==> src/ocs_pkg.sv <==
// Package for one overcurrent stage: blocking, start, events, fault records.
// Assumes a single 20 MHz clock and an APB master on the same clock.
package ocs_pkg;

  localparam int unsigned CLK_HZ        = 20_000_000;
  localparam int unsigned PROG_CYCLE_US = 5000;
  localparam int unsigned MS_US         = 1000;
  localparam int unsigned PROG_CYC      = CLK_HZ / 1_000_000 * PROG_CYCLE_US;
  localparam int unsigned MS_CYC        = CLK_HZ / 1_000_000 * MS_US;
  localparam int unsigned BLOCK_LEAD_MS = 5;
  localparam int unsigned HIST_STEP_MS  = 20;
  localparam int unsigned HIST_DEPTH    = 10;
  localparam int unsigned REC_DEPTH     = 12;
  localparam int unsigned RESET_PCT     = 97;
  localparam int unsigned FULL_PCT      = 100;
  localparam int unsigned NUM_EVT       = 9;

  // Register byte offsets
  localparam logic [7:0] OFS_CTRL   = 8'h00;
  localparam logic [7:0] OFS_ISET   = 8'h04;
  localparam logic [7:0] OFS_HLIM   = 8'h08;
  localparam logic [7:0] OFS_OPDLY  = 8'h0C;
  localparam logic [7:0] OFS_RELDLY = 8'h10;
  localparam logic [7:0] OFS_ONEN   = 8'h14;
  localparam logic [7:0] OFS_OFFEN  = 8'h18;
  localparam logic [7:0] OFS_STAT   = 8'h1C;
  localparam logic [7:0] OFS_CSTART = 8'h20;
  localparam logic [7:0] OFS_CTRIP  = 8'h24;
  localparam logic [7:0] OFS_CBLK   = 8'h28;
  localparam logic [7:0] OFS_RSEL   = 8'h2C;
  localparam logic [7:0] OFS_RDATA  = 8'h30;
  localparam logic [7:0] OFS_RCNT   = 8'h34;
  localparam logic [7:0] OFS_IDMTK  = 8'h38;

  // CTRL fields
  localparam int unsigned CTRL_IDMT   = 0;
  localparam int unsigned CTRL_INRUSH = 1;
  localparam int unsigned CTRL_CLRCNT = 2;

  // Reset values
  localparam logic [15:0] ISET_RST  = 16'h04B0;
  localparam logic [15:0] HLIM_RST  = 16'h0001;
  localparam logic [20:0] OPDLY_RST = 21'h000064;
  localparam logic [20:0] RELDLY_RST = 21'h000000;
  localparam logic [31:0] IDMTK_RST = 32'h00010000;
  localparam logic [8:0]  EVEN_RST  = 9'h1FF;

  // Event indices
  localparam int unsigned EV_START = 0;
  localparam int unsigned EV_TRIP  = 1;
  localparam int unsigned EV_BLOCK = 2;
  localparam int unsigned EV_STPH  = 3;
  localparam int unsigned EV_TRPH  = 6;

  typedef enum logic [1:0] {
    OCS_K_START,
    OCS_K_TRIP,
    OCS_K_BLOCK
  } ocs_kind_t;

  typedef struct packed {
    logic        valid;
    logic [3:0]  idx;
    logic        on;
    logic [47:0] ts;
  } ocs_evt_t;

  typedef struct packed {
    logic [47:0] ts;
    logic [1:0]  kind;
    logic [2:0]  phases;
    logic [15:0] pre_trig;
    logic [15:0] fault;
    logic [15:0] pre_fault;
    logic [20:0] remain;
    logic [2:0]  group;
  } ocs_rec_t;

endpackage

==> src/ocs_rec_store.sv <==
// Circular store of fault records, flip-flop storage.
// Assumes writes and reads from the stage logic on the same clock.
`timescale 1ns/1ps
module ocs_rec_store
  import ocs_pkg::*;
#(
  parameter int unsigned DEPTH = REC_DEPTH
) (
  input  wire logic     i_sys_clk,
  input  wire logic     i_reset,
  input  wire logic     i_wr,
  input  wire ocs_rec_t i_rec,
  input  wire logic [3:0] i_rd_idx,
  output ocs_rec_t      o_rd_rec,
  output logic [3:0]    o_count
);

  initial begin
    if (DEPTH < 2 || DEPTH > 15) begin
      $error("ocs_rec_store: DEPTH out of range");
    end
  end

  ocs_rec_t   mem_q [DEPTH];
  logic [3:0] wptr_q;
  logic [3:0] cnt_q;
  logic [4:0] slot;

  // Oldest entry is overwritten once full
  always_ff @(posedge i_sys_clk) begin
    if (i_reset) begin
      wptr_q <= 4'h0;
      cnt_q  <= 4'h0;
    end else if (i_wr) begin
      wptr_q <= (wptr_q == 4'(DEPTH - 1)) ? 4'h0 : wptr_q + 4'h1;
      if (cnt_q != 4'(DEPTH)) begin
        cnt_q <= cnt_q + 4'h1;
      end
    end
  end

  always_ff @(posedge i_sys_clk) begin
    if (i_wr) begin
      mem_q[wptr_q] <= i_rec;
    end
  end

  // Index 0 is the newest record
  always_comb begin
    slot = {1'b0, wptr_q} + 5'(DEPTH) - 5'h01 - {1'b0, i_rd_idx};
    if (slot >= 5'(DEPTH)) begin
      slot = slot - 5'(DEPTH);
    end
    o_rd_rec = (i_rd_idx < cnt_q) ? mem_q[slot[3:0]] : '0;
  end

  assign o_count = cnt_q;

endmodule

==> src/ocs_stage.sv <==
// One overcurrent stage: block sampling, start/trip/block decision,
// DT or IDMT timing, time-stamped events, counters and fault records.
// Assumes magnitudes, harmonic ratio, time and group come from logic on
// i_sys_clk; only i_block is an asynchronous pin.
//
// The register addresses and the APB register port are this design's own decisions.
`timescale 1ns/1ps
module ocs_stage
  import ocs_pkg::*;
#(
  parameter int unsigned PROG_CYCLES = PROG_CYC,
  parameter int unsigned MS_CYCLES   = MS_CYC
) (
  input  wire logic        i_sys_clk,
  input  wire logic        i_reset,
  input  wire logic        psel,
  input  wire logic        penable,
  input  wire logic        pwrite,
  input  wire logic [7:0]  paddr,
  input  wire logic [31:0] pwdata,
  output logic [31:0]      prdata,
  output logic             pready,
  output logic             pslverr,
  input  wire logic        i_block,
  input  wire logic [15:0] i_mag_a,
  input  wire logic [15:0] i_mag_b,
  input  wire logic [15:0] i_mag_c,
  input  wire logic [15:0] i_harm2_ratio,
  input  wire logic [47:0] i_time_ms,
  input  wire logic [2:0]  i_setting_group,
  input  wire logic        i_evt_ready,
  output ocs_evt_t         o_evt,
  output logic             o_start,
  output logic             o_trip,
  output logic             o_blocked,
  output logic [2:0]       o_start_ph,
  output logic [2:0]       o_trip_ph
);

  initial begin
    if (PROG_CYCLES < 2 || PROG_CYCLES > 2**20 || MS_CYCLES < 2 ||
        MS_CYCLES > 2**20) begin
      $error("ocs_stage: cycle counts out of range");
    end
  end

  typedef enum logic [2:0] {
    OCS_IDLE,
    OCS_START,
    OCS_TRIP,
    OCS_BLOCKED,
    OCS_RELEASE
  } ocs_state_t;

  //////////////////////////////////////////////////////////////////////////
  // Registers
  logic        idmt_q, inrush_q;
  logic [15:0] iset_q, hlim_q;
  logic [20:0] opdly_q, reldly_q;
  logic [31:0] idmtk_q;
  logic [8:0]  on_en_q, off_en_q;
  logic [3:0]  rsel_idx_q;
  logic [2:0]  rsel_word_q;
  logic        clr_cnt_q;
  logic [15:0] cnt_start_q, cnt_trip_q, cnt_blk_q;
  logic        rd_ok, wr_en, acc_ph;
  logic [31:0] rd_val;
  logic [255:0] rec_flat;
  ocs_rec_t    rd_rec, rec_d;
  logic [3:0]  rec_count;
  ocs_state_t  state_q;
  logic [2:0]  pick_q;

  // One wait state so read data leaves a flip-flop
  assign acc_ph = psel && penable;
  assign wr_en  = acc_ph && pready && pwrite;

  always_ff @(posedge i_sys_clk) begin
    if (i_reset) begin
      pready <= 1'b0;
    end else begin
      pready <= acc_ph && !pready;
    end
  end

  always_ff @(posedge i_sys_clk) begin
    if (i_reset) begin
      idmt_q      <= 1'b0;
      inrush_q    <= 1'b0;
      iset_q      <= ISET_RST;
      hlim_q      <= HLIM_RST;
      opdly_q     <= OPDLY_RST;
      reldly_q    <= RELDLY_RST;
      idmtk_q     <= IDMTK_RST;
      on_en_q     <= EVEN_RST;
      off_en_q    <= EVEN_RST;
      rsel_idx_q  <= 4'h0;
      rsel_word_q <= 3'h0;
      clr_cnt_q   <= 1'b0;
    end else begin
      clr_cnt_q <= 1'b0;
      if (wr_en) begin
        case (paddr)
          OFS_CTRL: begin
            idmt_q    <= pwdata[CTRL_IDMT];
            inrush_q  <= pwdata[CTRL_INRUSH];
            clr_cnt_q <= pwdata[CTRL_CLRCNT];
          end
          OFS_ISET:   iset_q   <= pwdata[15:0];
          OFS_HLIM:   hlim_q   <= pwdata[15:0];
          OFS_OPDLY:  opdly_q  <= pwdata[20:0];
          OFS_RELDLY: reldly_q <= pwdata[20:0];
          OFS_IDMTK:  idmtk_q  <= pwdata;
          OFS_ONEN:   on_en_q  <= pwdata[8:0];
          OFS_OFFEN:  off_en_q <= pwdata[8:0];
          OFS_RSEL: begin
            rsel_idx_q  <= pwdata[3:0];
            rsel_word_q <= pwdata[6:4];
          end
          default: ;
        endcase
      end
    end
  end

  // Padded to eight words so word selects 4 to 7 read zero, never unknown
  assign rec_flat = {131'h0, rd_rec};

  always_comb begin
    rd_ok  = 1'b1;
    rd_val = 32'h0;
    case (paddr)
      OFS_CTRL:   rd_val = {29'h0, 1'b0, inrush_q, idmt_q};
      OFS_ISET:   rd_val = {16'h0, iset_q};
      OFS_HLIM:   rd_val = {16'h0, hlim_q};
      OFS_OPDLY:  rd_val = {11'h0, opdly_q};
      OFS_RELDLY: rd_val = {11'h0, reldly_q};
      OFS_IDMTK:  rd_val = idmtk_q;
      OFS_ONEN:   rd_val = {23'h0, on_en_q};
      OFS_OFFEN:  rd_val = {23'h0, off_en_q};
      OFS_STAT:   rd_val = {23'h0, pick_q, o_blocked, o_trip, o_start,
                            state_q};
      OFS_CSTART: rd_val = {16'h0, cnt_start_q};
      OFS_CTRIP:  rd_val = {16'h0, cnt_trip_q};
      OFS_CBLK:   rd_val = {16'h0, cnt_blk_q};
      OFS_RSEL:   rd_val = {25'h0, rsel_word_q, rsel_idx_q};
      OFS_RDATA:  rd_val = rec_flat[32*rsel_word_q +: 32];
      OFS_RCNT:   rd_val = {28'h0, rec_count};
      default:    rd_ok  = 1'b0;
    endcase
  end

  always_ff @(posedge i_sys_clk) begin
    if (i_reset) begin
      prdata  <= 32'h0;
      pslverr <= 1'b0;
    end else begin
      prdata  <= (acc_ph && !pready && !pwrite) ? rd_val : 32'h0;
      pslverr <= acc_ph && !pready && !rd_ok;
    end
  end

  //////////////////////////////////////////////////////////////////////////
  // Rate enables and block sampling
  logic [19:0] prog_cnt_q, ms_cnt_q;
  logic        prog_tick, ms_tick;
  logic        blk_s1_q, blk_s2_q, blk_ext_q, inrush_blk, blocked_now;

  assign prog_tick = (prog_cnt_q == 20'(PROG_CYCLES - 1));
  assign ms_tick   = (ms_cnt_q == 20'(MS_CYCLES - 1));

  always_ff @(posedge i_sys_clk) begin
    if (i_reset) begin
      prog_cnt_q <= 20'h0;
      ms_cnt_q   <= 20'h0;
    end else begin
      prog_cnt_q <= prog_tick ? 20'h0 : prog_cnt_q + 20'h1;
      ms_cnt_q   <= ms_tick ? 20'h0 : ms_cnt_q + 20'h1;
    end
  end

  always_ff @(posedge i_sys_clk) begin
    if (i_reset) begin
      blk_s1_q  <= 1'b0;
      blk_s2_q  <= 1'b0;
      blk_ext_q <= 1'b0;
    end else begin
      blk_s1_q <= i_block;
      blk_s2_q <= blk_s1_q;
      // Held for the whole cycle, so a late block can miss a short delay
      if (prog_tick) begin
        blk_ext_q <= blk_s2_q;
      end
    end
  end

  assign inrush_blk  = inrush_q && (i_harm2_ratio >= hlim_q);
  assign blocked_now = blk_ext_q || inrush_blk;

  //////////////////////////////////////////////////////////////////////////
  // Pick-up with 97 percent reset ratio, per phase
  logic [2:0]  pick_any;
  logic [15:0] mag [3];
  logic [15:0] mag_max;
  logic        pickup;

  assign mag[0] = i_mag_a;
  assign mag[1] = i_mag_b;
  assign mag[2] = i_mag_c;

  for (genvar p = 0; p < 3; p++) begin : g_ph
    always_ff @(posedge i_sys_clk) begin
      if (i_reset) begin
        pick_q[p] <= 1'b0;
      end else if (mag[p] > iset_q) begin
        pick_q[p] <= 1'b1;
      end else if (24'(mag[p]) * 24'(FULL_PCT) <
                   24'(iset_q) * 24'(RESET_PCT)) begin
        pick_q[p] <= 1'b0;
      end
    end
  end

  assign pick_any = pick_q;
  assign pickup   = |pick_any;

  always_comb begin
    mag_max = i_mag_a;
    if (i_mag_b > mag_max) mag_max = i_mag_b;
    if (i_mag_c > mag_max) mag_max = i_mag_c;
  end

  //////////////////////////////////////////////////////////////////////////
  // Stage sequence and timing
  logic [20:0] tmr_q;
  logic [31:0] acc_q;
  logic        op_done;

  assign op_done = idmt_q ? (acc_q >= idmtk_q) : (tmr_q >= opdly_q);

  always_ff @(posedge i_sys_clk) begin
    if (i_reset) begin
      state_q <= OCS_IDLE;
      tmr_q   <= 21'h0;
      acc_q   <= 32'h0;
    end else begin
      case (state_q)
        OCS_IDLE: begin
          tmr_q <= 21'h0;
          acc_q <= 32'h0;
          if (pickup && blocked_now) begin
            state_q <= OCS_BLOCKED;
          end else if (pickup) begin
            state_q <= OCS_START;
          end
        end
        OCS_START: begin
          if (blocked_now || !pickup) begin
            state_q <= OCS_RELEASE;
            tmr_q   <= 21'h0;
          end else if (op_done) begin
            state_q <= OCS_TRIP;
          end else if (ms_tick) begin
            tmr_q <= tmr_q + 21'h1;
            if (mag_max > iset_q) begin
              acc_q <= acc_q + 32'(mag_max - iset_q);
            end
          end
        end
        OCS_TRIP: begin
          if (!pickup) begin
            state_q <= OCS_IDLE;
          end
        end
        OCS_BLOCKED: begin
          // Nothing further while the block stands
          if (!pickup || !blocked_now) begin
            state_q <= OCS_IDLE;
          end
        end
        OCS_RELEASE: begin
          if (pickup && !blocked_now) begin
            state_q <= OCS_START;
          end else if (pickup && blocked_now) begin
            state_q <= OCS_BLOCKED;
          end else if (tmr_q >= reldly_q) begin
            state_q <= OCS_IDLE;
          end else if (ms_tick) begin
            tmr_q <= tmr_q + 21'h1;
          end
        end
        default: state_q <= OCS_IDLE;
      endcase
    end
  end

  always_ff @(posedge i_sys_clk) begin
    if (i_reset) begin
      o_start    <= 1'b0;
      o_trip     <= 1'b0;
      o_blocked  <= 1'b0;
      o_start_ph <= 3'h0;
      o_trip_ph  <= 3'h0;
    end else begin
      o_start    <= (state_q == OCS_START) || (state_q == OCS_TRIP);
      o_trip     <= (state_q == OCS_TRIP);
      o_blocked  <= (state_q == OCS_BLOCKED);
      o_start_ph <= (state_q == OCS_START || state_q == OCS_TRIP) ?
                    pick_q : 3'h0;
      o_trip_ph  <= (state_q == OCS_TRIP) ? pick_q : 3'h0;
    end
  end

  //////////////////////////////////////////////////////////////////////////
  // Events: one pending flag per edge, drained lowest index first
  logic [8:0]  cur, prev_q, rise, fall, pend_on_q, pend_off_q;
  logic [8:0]  take_on, take_off;
  logic [47:0] ev_ts_q [NUM_EVT];
  logic        can_emit;

  assign cur  = {o_trip_ph, o_start_ph, o_blocked, o_trip, o_start};
  assign rise = cur & ~prev_q;
  assign fall = ~cur & prev_q;
  assign can_emit = !o_evt.valid || i_evt_ready;

  always_comb begin
    take_on  = 9'h0;
    take_off = 9'h0;
    if (can_emit) begin
      for (int i = NUM_EVT - 1; i >= 0; i--) begin
        if (pend_off_q[i]) begin
          take_on  = 9'h0;
          take_off = 9'h1 << i;
        end
        if (pend_on_q[i]) begin
          take_on  = 9'h1 << i;
          take_off = 9'h0;
        end
      end
    end
  end

  always_ff @(posedge i_sys_clk) begin
    if (i_reset) begin
      prev_q     <= 9'h0;
      pend_on_q  <= 9'h0;
      pend_off_q <= 9'h0;
    end else begin
      prev_q <= cur;
      // A new edge wins over the drain of the same flag
      pend_on_q  <= (pend_on_q & ~take_on) | (rise & on_en_q);
      pend_off_q <= (pend_off_q & ~take_off) | (fall & off_en_q);
    end
  end

  for (genvar e = 0; e < NUM_EVT; e++) begin : g_ev
    always_ff @(posedge i_sys_clk) begin
      if (i_reset) begin
        ev_ts_q[e] <= 48'h0;
      end else if (rise[e] || fall[e]) begin
        ev_ts_q[e] <= i_time_ms;
      end
    end
  end

  always_ff @(posedge i_sys_clk) begin
    if (i_reset) begin
      o_evt <= '0;
    end else if (can_emit) begin
      o_evt.valid <= |(take_on | take_off);
      o_evt.idx   <= 4'h0;
      o_evt.on    <= |take_on;
      o_evt.ts    <= 48'h0;
      for (int i = 0; i < NUM_EVT; i++) begin
        if (take_on[i] || take_off[i]) begin
          o_evt.idx <= 4'(i);
          o_evt.ts  <= ev_ts_q[i];
        end
      end
    end
  end

  //////////////////////////////////////////////////////////////////////////
  // Counters
  always_ff @(posedge i_sys_clk) begin
    if (i_reset || clr_cnt_q) begin
      cnt_start_q <= 16'h0;
      cnt_trip_q  <= 16'h0;
      cnt_blk_q   <= 16'h0;
    end else begin
      if (rise[EV_START]) cnt_start_q <= cnt_start_q + 16'h1;
      if (rise[EV_TRIP])  cnt_trip_q  <= cnt_trip_q + 16'h1;
      if (rise[EV_BLOCK]) cnt_blk_q   <= cnt_blk_q + 16'h1;
    end
  end

  //////////////////////////////////////////////////////////////////////////
  // Current history in 20 ms steps; slot 0 is -20 ms, last is -200 ms
  logic [15:0] hist_q [HIST_DEPTH];
  logic [4:0]  hstep_q;
  logic [15:0] prefault_q;

  always_ff @(posedge i_sys_clk) begin
    if (i_reset) begin
      hstep_q <= 5'h0;
    end else if (ms_tick) begin
      hstep_q <= (hstep_q == 5'(HIST_STEP_MS - 1)) ? 5'h0 : hstep_q + 5'h1;
    end
  end

  for (genvar h = 0; h < HIST_DEPTH; h++) begin : g_hist
    always_ff @(posedge i_sys_clk) begin
      if (i_reset) begin
        hist_q[h] <= 16'h0;
      end else if (ms_tick && hstep_q == 5'(HIST_STEP_MS - 1)) begin
        hist_q[h] <= (h == 0) ? mag_max : hist_q[(h == 0) ? 0 : h - 1];
      end
    end
  end

  // Pre-fault current frozen at start for the later trip record
  always_ff @(posedge i_sys_clk) begin
    if (i_reset) begin
      prefault_q <= 16'h0;
    end else if (rise[EV_START] || rise[EV_BLOCK]) begin
      prefault_q <= hist_q[HIST_DEPTH - 1];
    end
  end

  always_comb begin
    rec_d.ts        = i_time_ms;
    rec_d.kind      = rise[EV_TRIP] ? OCS_K_TRIP :
                      rise[EV_BLOCK] ? OCS_K_BLOCK : OCS_K_START;
    rec_d.phases    = pick_q;
    rec_d.pre_trig  = hist_q[0];
    rec_d.fault     = mag_max;
    rec_d.pre_fault = rise[EV_TRIP] ? prefault_q : hist_q[HIST_DEPTH - 1];
    rec_d.remain    = (idmt_q || tmr_q >= opdly_q) ? 21'h0 : opdly_q - tmr_q;
    rec_d.group     = i_setting_group;
  end

  ocs_rec_store #(
    .DEPTH (REC_DEPTH)
  ) u_rec (
    .i_sys_clk (i_sys_clk),
    .i_reset   (i_reset),
    .i_wr      (rise[EV_START] || rise[EV_TRIP] || rise[EV_BLOCK]),
    .i_rec     (rec_d),
    .i_rd_idx  (rsel_idx_q),
    .o_rd_rec  (rd_rec),
    .o_count   (rec_count)
  );

endmodule

==> config.mk <==
export PLATFORM = sky130hd
export DESIGN_NAME = ocs_stage
export DESIGN_NICKNAME = d
export VERILOG_FILES = /design/src/ocs_pkg.sv /design/src/ocs_rec_store.sv /design/src/ocs_stage.sv
export SDC_FILE = /design/constraint.sdc
export NUM_CORES = 2
export LEC_CHECK = 0
export BUFFER_PORTS_ARGS = -buffer_cell sky130_fd_sc_hd__buf_2
export CORE_ASPECT_RATIO = 1.2
export CORE_UTILIZATION = 56
export CTS_CLUSTER_SIZE = 16
export DETAILED_ROUTE_END_ITERATION = 16
export HOLD_SLACK_MARGIN = 0.08
export PLACE_DENSITY = 0.73
export RECOVER_POWER = 50
export SLEW_MARGIN = 20
export SYNTH_ARGS = -nofsm -noshare
export SYNTH_HDL_FRONTEND = slang
export SYNTH_SLANG_ARGS = --single-unit
==> constraint.sdc <==
create_clock -name i_sys_clk -period 14.55 [get_ports i_sys_clk]
set_input_delay 0 -clock i_sys_clk [delete_from_list [all_inputs] [get_ports i_sys_clk]]
set_output_delay 0 -clock i_sys_clk [all_outputs]
set_load 0.02 [all_outputs]
== Word level (Yosys, flattened, before mapping) ==
Memories as Yosys holds them, arrays and structs flattened.
Cells that the tools add are included.
Word-level totals
  register bits: 437
  RAM bits: 2092
  input port bits: 162
  output and inout bits: 97
  memories: 3
Cells by class
  $add $sub $neg: 16
  $mul: 4
  order comparisons: 15
  equal/unequal tests: 36
  shift operators: 1
  multiplexer cells: 148
  bitwise logic cells: 37
  reductions and logical operators: 74
Memory list
  u_rec.mem_q: words 12, bits a word 125, rd ports 1, clocked after memory_dff 0, wr ports 1, line ocs_rec_store.sv:24  | ocs_rec_t mem_q [DEPTH];
  ev_ts_q: words 9, bits a word 48, rd ports 9, clocked after memory_dff 0, wr ports 9, line ocs_stage.sv:318  | logic [47:0] ev_ts_q [NUM_EVT];
  hist_q: words 10, bits a word 16, rd ports 10, clocked after memory_dff 0, wr ports 10, line ocs_stage.sv:399  | logic [15:0] hist_q [HIST_DEPTH];
Operator list (number)
  48-bit 2-to-1 mux: 18
  32-bit case mux with 15 select lines: 1
  9-bit 2-to-1 mux: 37
  256-bit by 9-bit indexed part select with 32-bit output: 1
  16-bit 2-to-1 mux: 13
  21-bit 2-to-1 mux: 7
  32-bit 2-to-1 mux: 4
  125-bit 2-to-1 mux: 1
  16-bit > comparator: 6
  23-bit less-than comparator: 3
  32-bit case mux with 2 select lines: 1
  16-bit by 5-bit multiplier with 21-bit output (second input constant): 3
  21-bit case mux with 3 select lines: 1
  8-bit by 6-bit equality test with 1-bit output (second input constant): 7
  9-bit bitwise AND: 6
  16-bit by 1-bit adder with 16-bit output (second input constant): 3
  1-bit 2-to-1 mux: 43
  21-bit greater-or-equal comparator: 2
  20-bit by 1-bit adder with 20-bit output (second input constant): 2
  4-bit 2-to-1 mux: 9
  9-bit inverter: 4
  32-bit adder: 1
  8-bit by 5-bit equality test with 1-bit output (second input constant): 4
  32-bit greater-or-equal comparator: 1
  other kinds (45): 153

== Logic depth before layout (Yosys ltp) ==
  depth in word-level cells: 29
  depth in mapped cells: 46
  depth with buffers taken out: 45

== Cells and area by module ==
Synthesis repeated with hierarchy kept, for this count alone.
Second synthesis, totals
  cells, all modules: 8515
  area total of the unflattened synthesis: 116017.5 um2
Modules (own cells, without submodules)
  ocs_rec_store: times used 1, cells an instance 2669, area an instance 58192.1 um2, seq. area each 45203.4 um2
  ocs_stage: times used 1, cells an instance 5846, area an instance 57825.5 um2, seq. area each 26365.3 um2

== Worst setup path after synthesis ==
No wires, ideal clock.
  kind: register -> register
  from: reg o_trip
  to: mem u_rec.mem_q[3][0] (netlist bit), enable pin
  data arrival time: 9.993 ns
  required time: 13.786 ns
  slack: 3.792 ns
  cell stages (with the launch flop): 7
  path through: dfxtp_1 -> ha_1 -> clkbuf_1 -> or3_1 -> clkbuf_1 -> nand2_1 -> nor3_1
On the way
  longest elaborated chain between the ends: 5
Ends and longest elaborated chain
  start: declaration: line ocs_stage.sv:34  | output logic o_trip,
  start signal: assignment: line ocs_stage.sv:306  | o_trip <= (state_q == OCS_TRIP);
  9-bit bitwise AND: line ocs_stage.sv:322  | assign rise = cur & ~prev_q;
  1-bit logical OR (2 in a row): line ocs_stage.sv:447  | .i_wr (rise[EV_START] || rise[EV_TRIP] || rise[EV_BLOCK]),
  1-bit 2-to-1 mux: line ocs_rec_store.sv:43  | if (i_wr) begin
  1-bit 2-to-1 mux (implied by the code): line ocs_rec_store.sv:44  | mem_q[wptr_q] <= i_rec;
  end: declaration: line ocs_rec_store.sv:24
Every way passes these cells.

==> run metrics <==
syn_area_per_cell 14.3 um2; Sw Ratio 31.0%; Top delay family on crit path buffers and inverters; Flop pwr share 42.3%; die area 205000 um2; antenna violations before repair 41; Lkg Pwr 45.7 nW; setup tns final 0 ns; met1 Use GR 40.7%; Setup crit end kind flop; Core ar. 201000 um2; CTS tree built; fraction of layout cells with a size suffix above 1 12.6%; Mapped Cells 7942; Max-Slew Margin vs Limit -174%; Starting Density 56.6%; total gr overflow 0; HP Class input pin to flop; top cell type's share of synthesized area 55.2%; PortBufs 258; Setup Fix Bufs, Post-CTS 0; largest net degree at the start of global routing 146; commonest non-fill, non-tap cells in the layout edfxtp_1 (2092), ha_1 (553), nand2_1 (540); Routed Antenna Nets 0; area grow syn2layout 12.8%; RSZ-0062 raised after global routing false; cts bufs inserted 234; Worst-Skew Late Latency 0.91 ns; Clock Skew 0.0686 ns; RD Place Congestion 0.969; synthesized cell area 114000 um2; total wire length 326000 um; critical path cell sequence dlygate4sd3_1, clkbuf_1, clkbuf_1, clkbuf_1, nor2_1, clkbuf_1, and2_0; max frequency 99.7 MHz; CP bufs+invs 5; clock network fraction of design power 30.3%; outcome complete, but fails checks; clock root buffer clkbuf_16; Max Cap Viol 38; GRT Total Usage 31.8%; post-synth top area cell edfxtp_1; row cnt 180; slowest cell delay on critical path 2.73 ns; IO Pins 259; H-Tree Depth 4; EDFF count, synth 2092; fin util 63.8%; Net Sw Power 0.00642 W; Post-synth ARST share 0%; detailed-route via count 71.9k; Critical Path Fanout Max 71; slowest stage cell, crit path clkbuf_1; combinational share of power 27.3%; routed len/inst 28.8 um; DIE WIDTH 413 um; WS Path Type input pin to flop; CP required 15.18 ns; mean number of vias per cell 6.37; fin. max-slew vios 1488; busiest layer in global routing met2; sequential fraction of the synthesis area 62.9%; startpoint types input pin; Synth warnings 0; min cycle time layout 10.03 ns; Seq cells post-synth 2529; post-CTS sizing 0; fin crit share 69.0%; Die Ht 496 um; Worst Tran Pin Value 4.11 ns; commonest non-fill, non-tap cell in the layout edfxtp_1; met3 track demand over resource 7.32%; number of global-route vias before repair 71.7k; worst vdd ir 0.172 mV; first-pass GRT wire length 474000 um; clk sink count 2529; met2 Usage GRT 51.6%; Post-layout nets 9188; CP Data Arrival Time 10.66 ns; Clock transition at path regs 0.06 ns; Distinct cells, synth 83; final hold violations 0; synth top area cells edfxtp_1 (55%), mux4_2 (9.1%), dfxtp_1 (7.7%), ha_1 (6.1%), and2_1 (3.3%); predominant post-synthesis flop cell edfxtp_1; # setup viols final 0; Top cell by count, worst path clkbuf_1; Synth Net Count 8704; drt pass-1 iters 11; DR DRC count 0; Pint 0.0143 W; clock buffer depth 3; Final HPWL DP 197000 um; failing checks capacitance limit, slew limit; PD cells 161 nW/um2; DRT iter0 DRCs 8437
area by class of cell:
type | count | area (um2)
clock buffers | 304 | 6330
diodes | 20 | 50.0
clock inverters | 140 | 1580
well taps | 2639 | 3300
repair buffers | 623 | 4500
flip-flops and latches | 2529 | 71600
inverters | 422 | 1580
fillers | 14200 | 72800
multi-input cells | 4616 | 39400
final timing paths:
| check | end | cells after the start | slack (ns) | start |
|---|---|---|---|---|
| max | ev_ts_q[8][5] | 7 | 4.52 | i_reset |
| min | hist_q[0][7] | 4 | 0.16 | i_mag_b[7] |
| max reg2reg | pick_any[1] | 22 | 7.41 | iset_q[0] |
| min reg2reg | blk_s2_q | 1 | 0.44 | blk_s1_q |
power by group through the flow:
| stage | Sequential [W] | Clock [W] | Combinational, W |
|---|---|---|---|
| 2_1_floorplan | 0.00894 | 0 | 0.00363 |
| 3_5_place_dp | 0.00888 | 0 | 0.00558 |
| 5_1_grt | 0.00881 | 0.00660 | 0.00602 |
| 3_3_place_gp | 0.00886 | 0 | 0.00549 |
| 4_1_cts | 0.00874 | 0.00633 | 0.00569 |
| 6_report | 0.00877 | 0.00628 | 0.00566 |
per-stage QoR:
step / instances / setup slack (ns) / hold slack [ns] / area (um2) / power [W]
floorplan: 7942 / 3.79 / 0.0936 / 114000 / 0.0126
global placement: 10600 / 3.84 / 0.235 / 118000 / 0.0143
detailed placement: 10600 / 3.80 / 0.238 / 118000 / 0.0145
CTS: 11300 / 4.60 / 0.0824 / 129000 / 0.0208
global route: 11300 / 3.77 / 0.147 / 128000 / 0.0214
finish: 11300 / 4.52 / 0.161 / 128000 / 0.0207
layer usage:
metal,vias up,routed length [um]
met5,-,163
met3,789,31100
met4,20,17200
met1,36300,121000
li1,31000,-
met2,3748,156000
worst reg2reg max path, stage by stage, from the launching register on:
cell	delay (ns)
dfxtp_1	0.90
ha_1	0.28
ha_1	0.14
ha_1	0.22
ha_1	0.28
ha_1	0.33
nor2b_1	0.14
o21ai_0	0.25
a21boi_0	0.13
o21ai_0	0.26
a21oi_1	0.14
a41o_1	0.29
o41ai_1	0.57
o21ai_0	0.16
a21oi_1	0.20
xor2_1	0.74
ha_1	0.39
nor2b_1	0.13
o21ai_0	0.13
nand2b_1	0.08
a221oi_1	0.41
o32ai_1	0.16
dlygate4sd3_1	0.70
kinds of logic (layout without fill, tap and decap cells):
group,after synthesis,after routing,synth area share (%)
buffers and inverters,797,1489,2.69
multiplexers,546,546,9.91
adder cells (fa/ha/maj),600,600,6.90
AO/OA/AOI/OAI,1237,1237,7.08
flip-flops,2529,2529,62.9
other,0,20,0
AND/OR/NAND/NOR,2044,2044,9.06
XOR/XNOR,189,189,1.46
flip-flops by register name (all words and copies together) (netlist names), 20 cells and up:
signal and count:
reldly_q 21, tmr_q 21, o_evt 54, ev_ts_q 432, prog_cnt_q 20, prdata 32
hist_q 160, idmtk_q 32, u_rec.mem_q 1500, ms_cnt_q 20, acc_q 32, opdly_q 21
Yosys cell counts, types with 47 or more instances:
cell,number
a21o_1,93
a21oi_1,451
a222oi_1,78
a22oi_1,147
and2_1,597
clkbuf_1,316
dfxtp_1,437
edfxtp_1,2092
ha_1,555
inv_1,421
mux2i_1,63
mux4_2,462
nand2_1,549
nand3_1,190
nand4_1,75
nor2_1,362
nor3_1,60
o21a_1,47
o21ai_0,184
xnor2_1,92
xor2_1,97
repair_timing:
item,4_1_cts,5_1_grt
endpoints found under the hold margin,1395,0
hold buffers,250,0
endpoints found under the setup margin,0,0
Note: power is estimated with default switching activity, not from simulation.
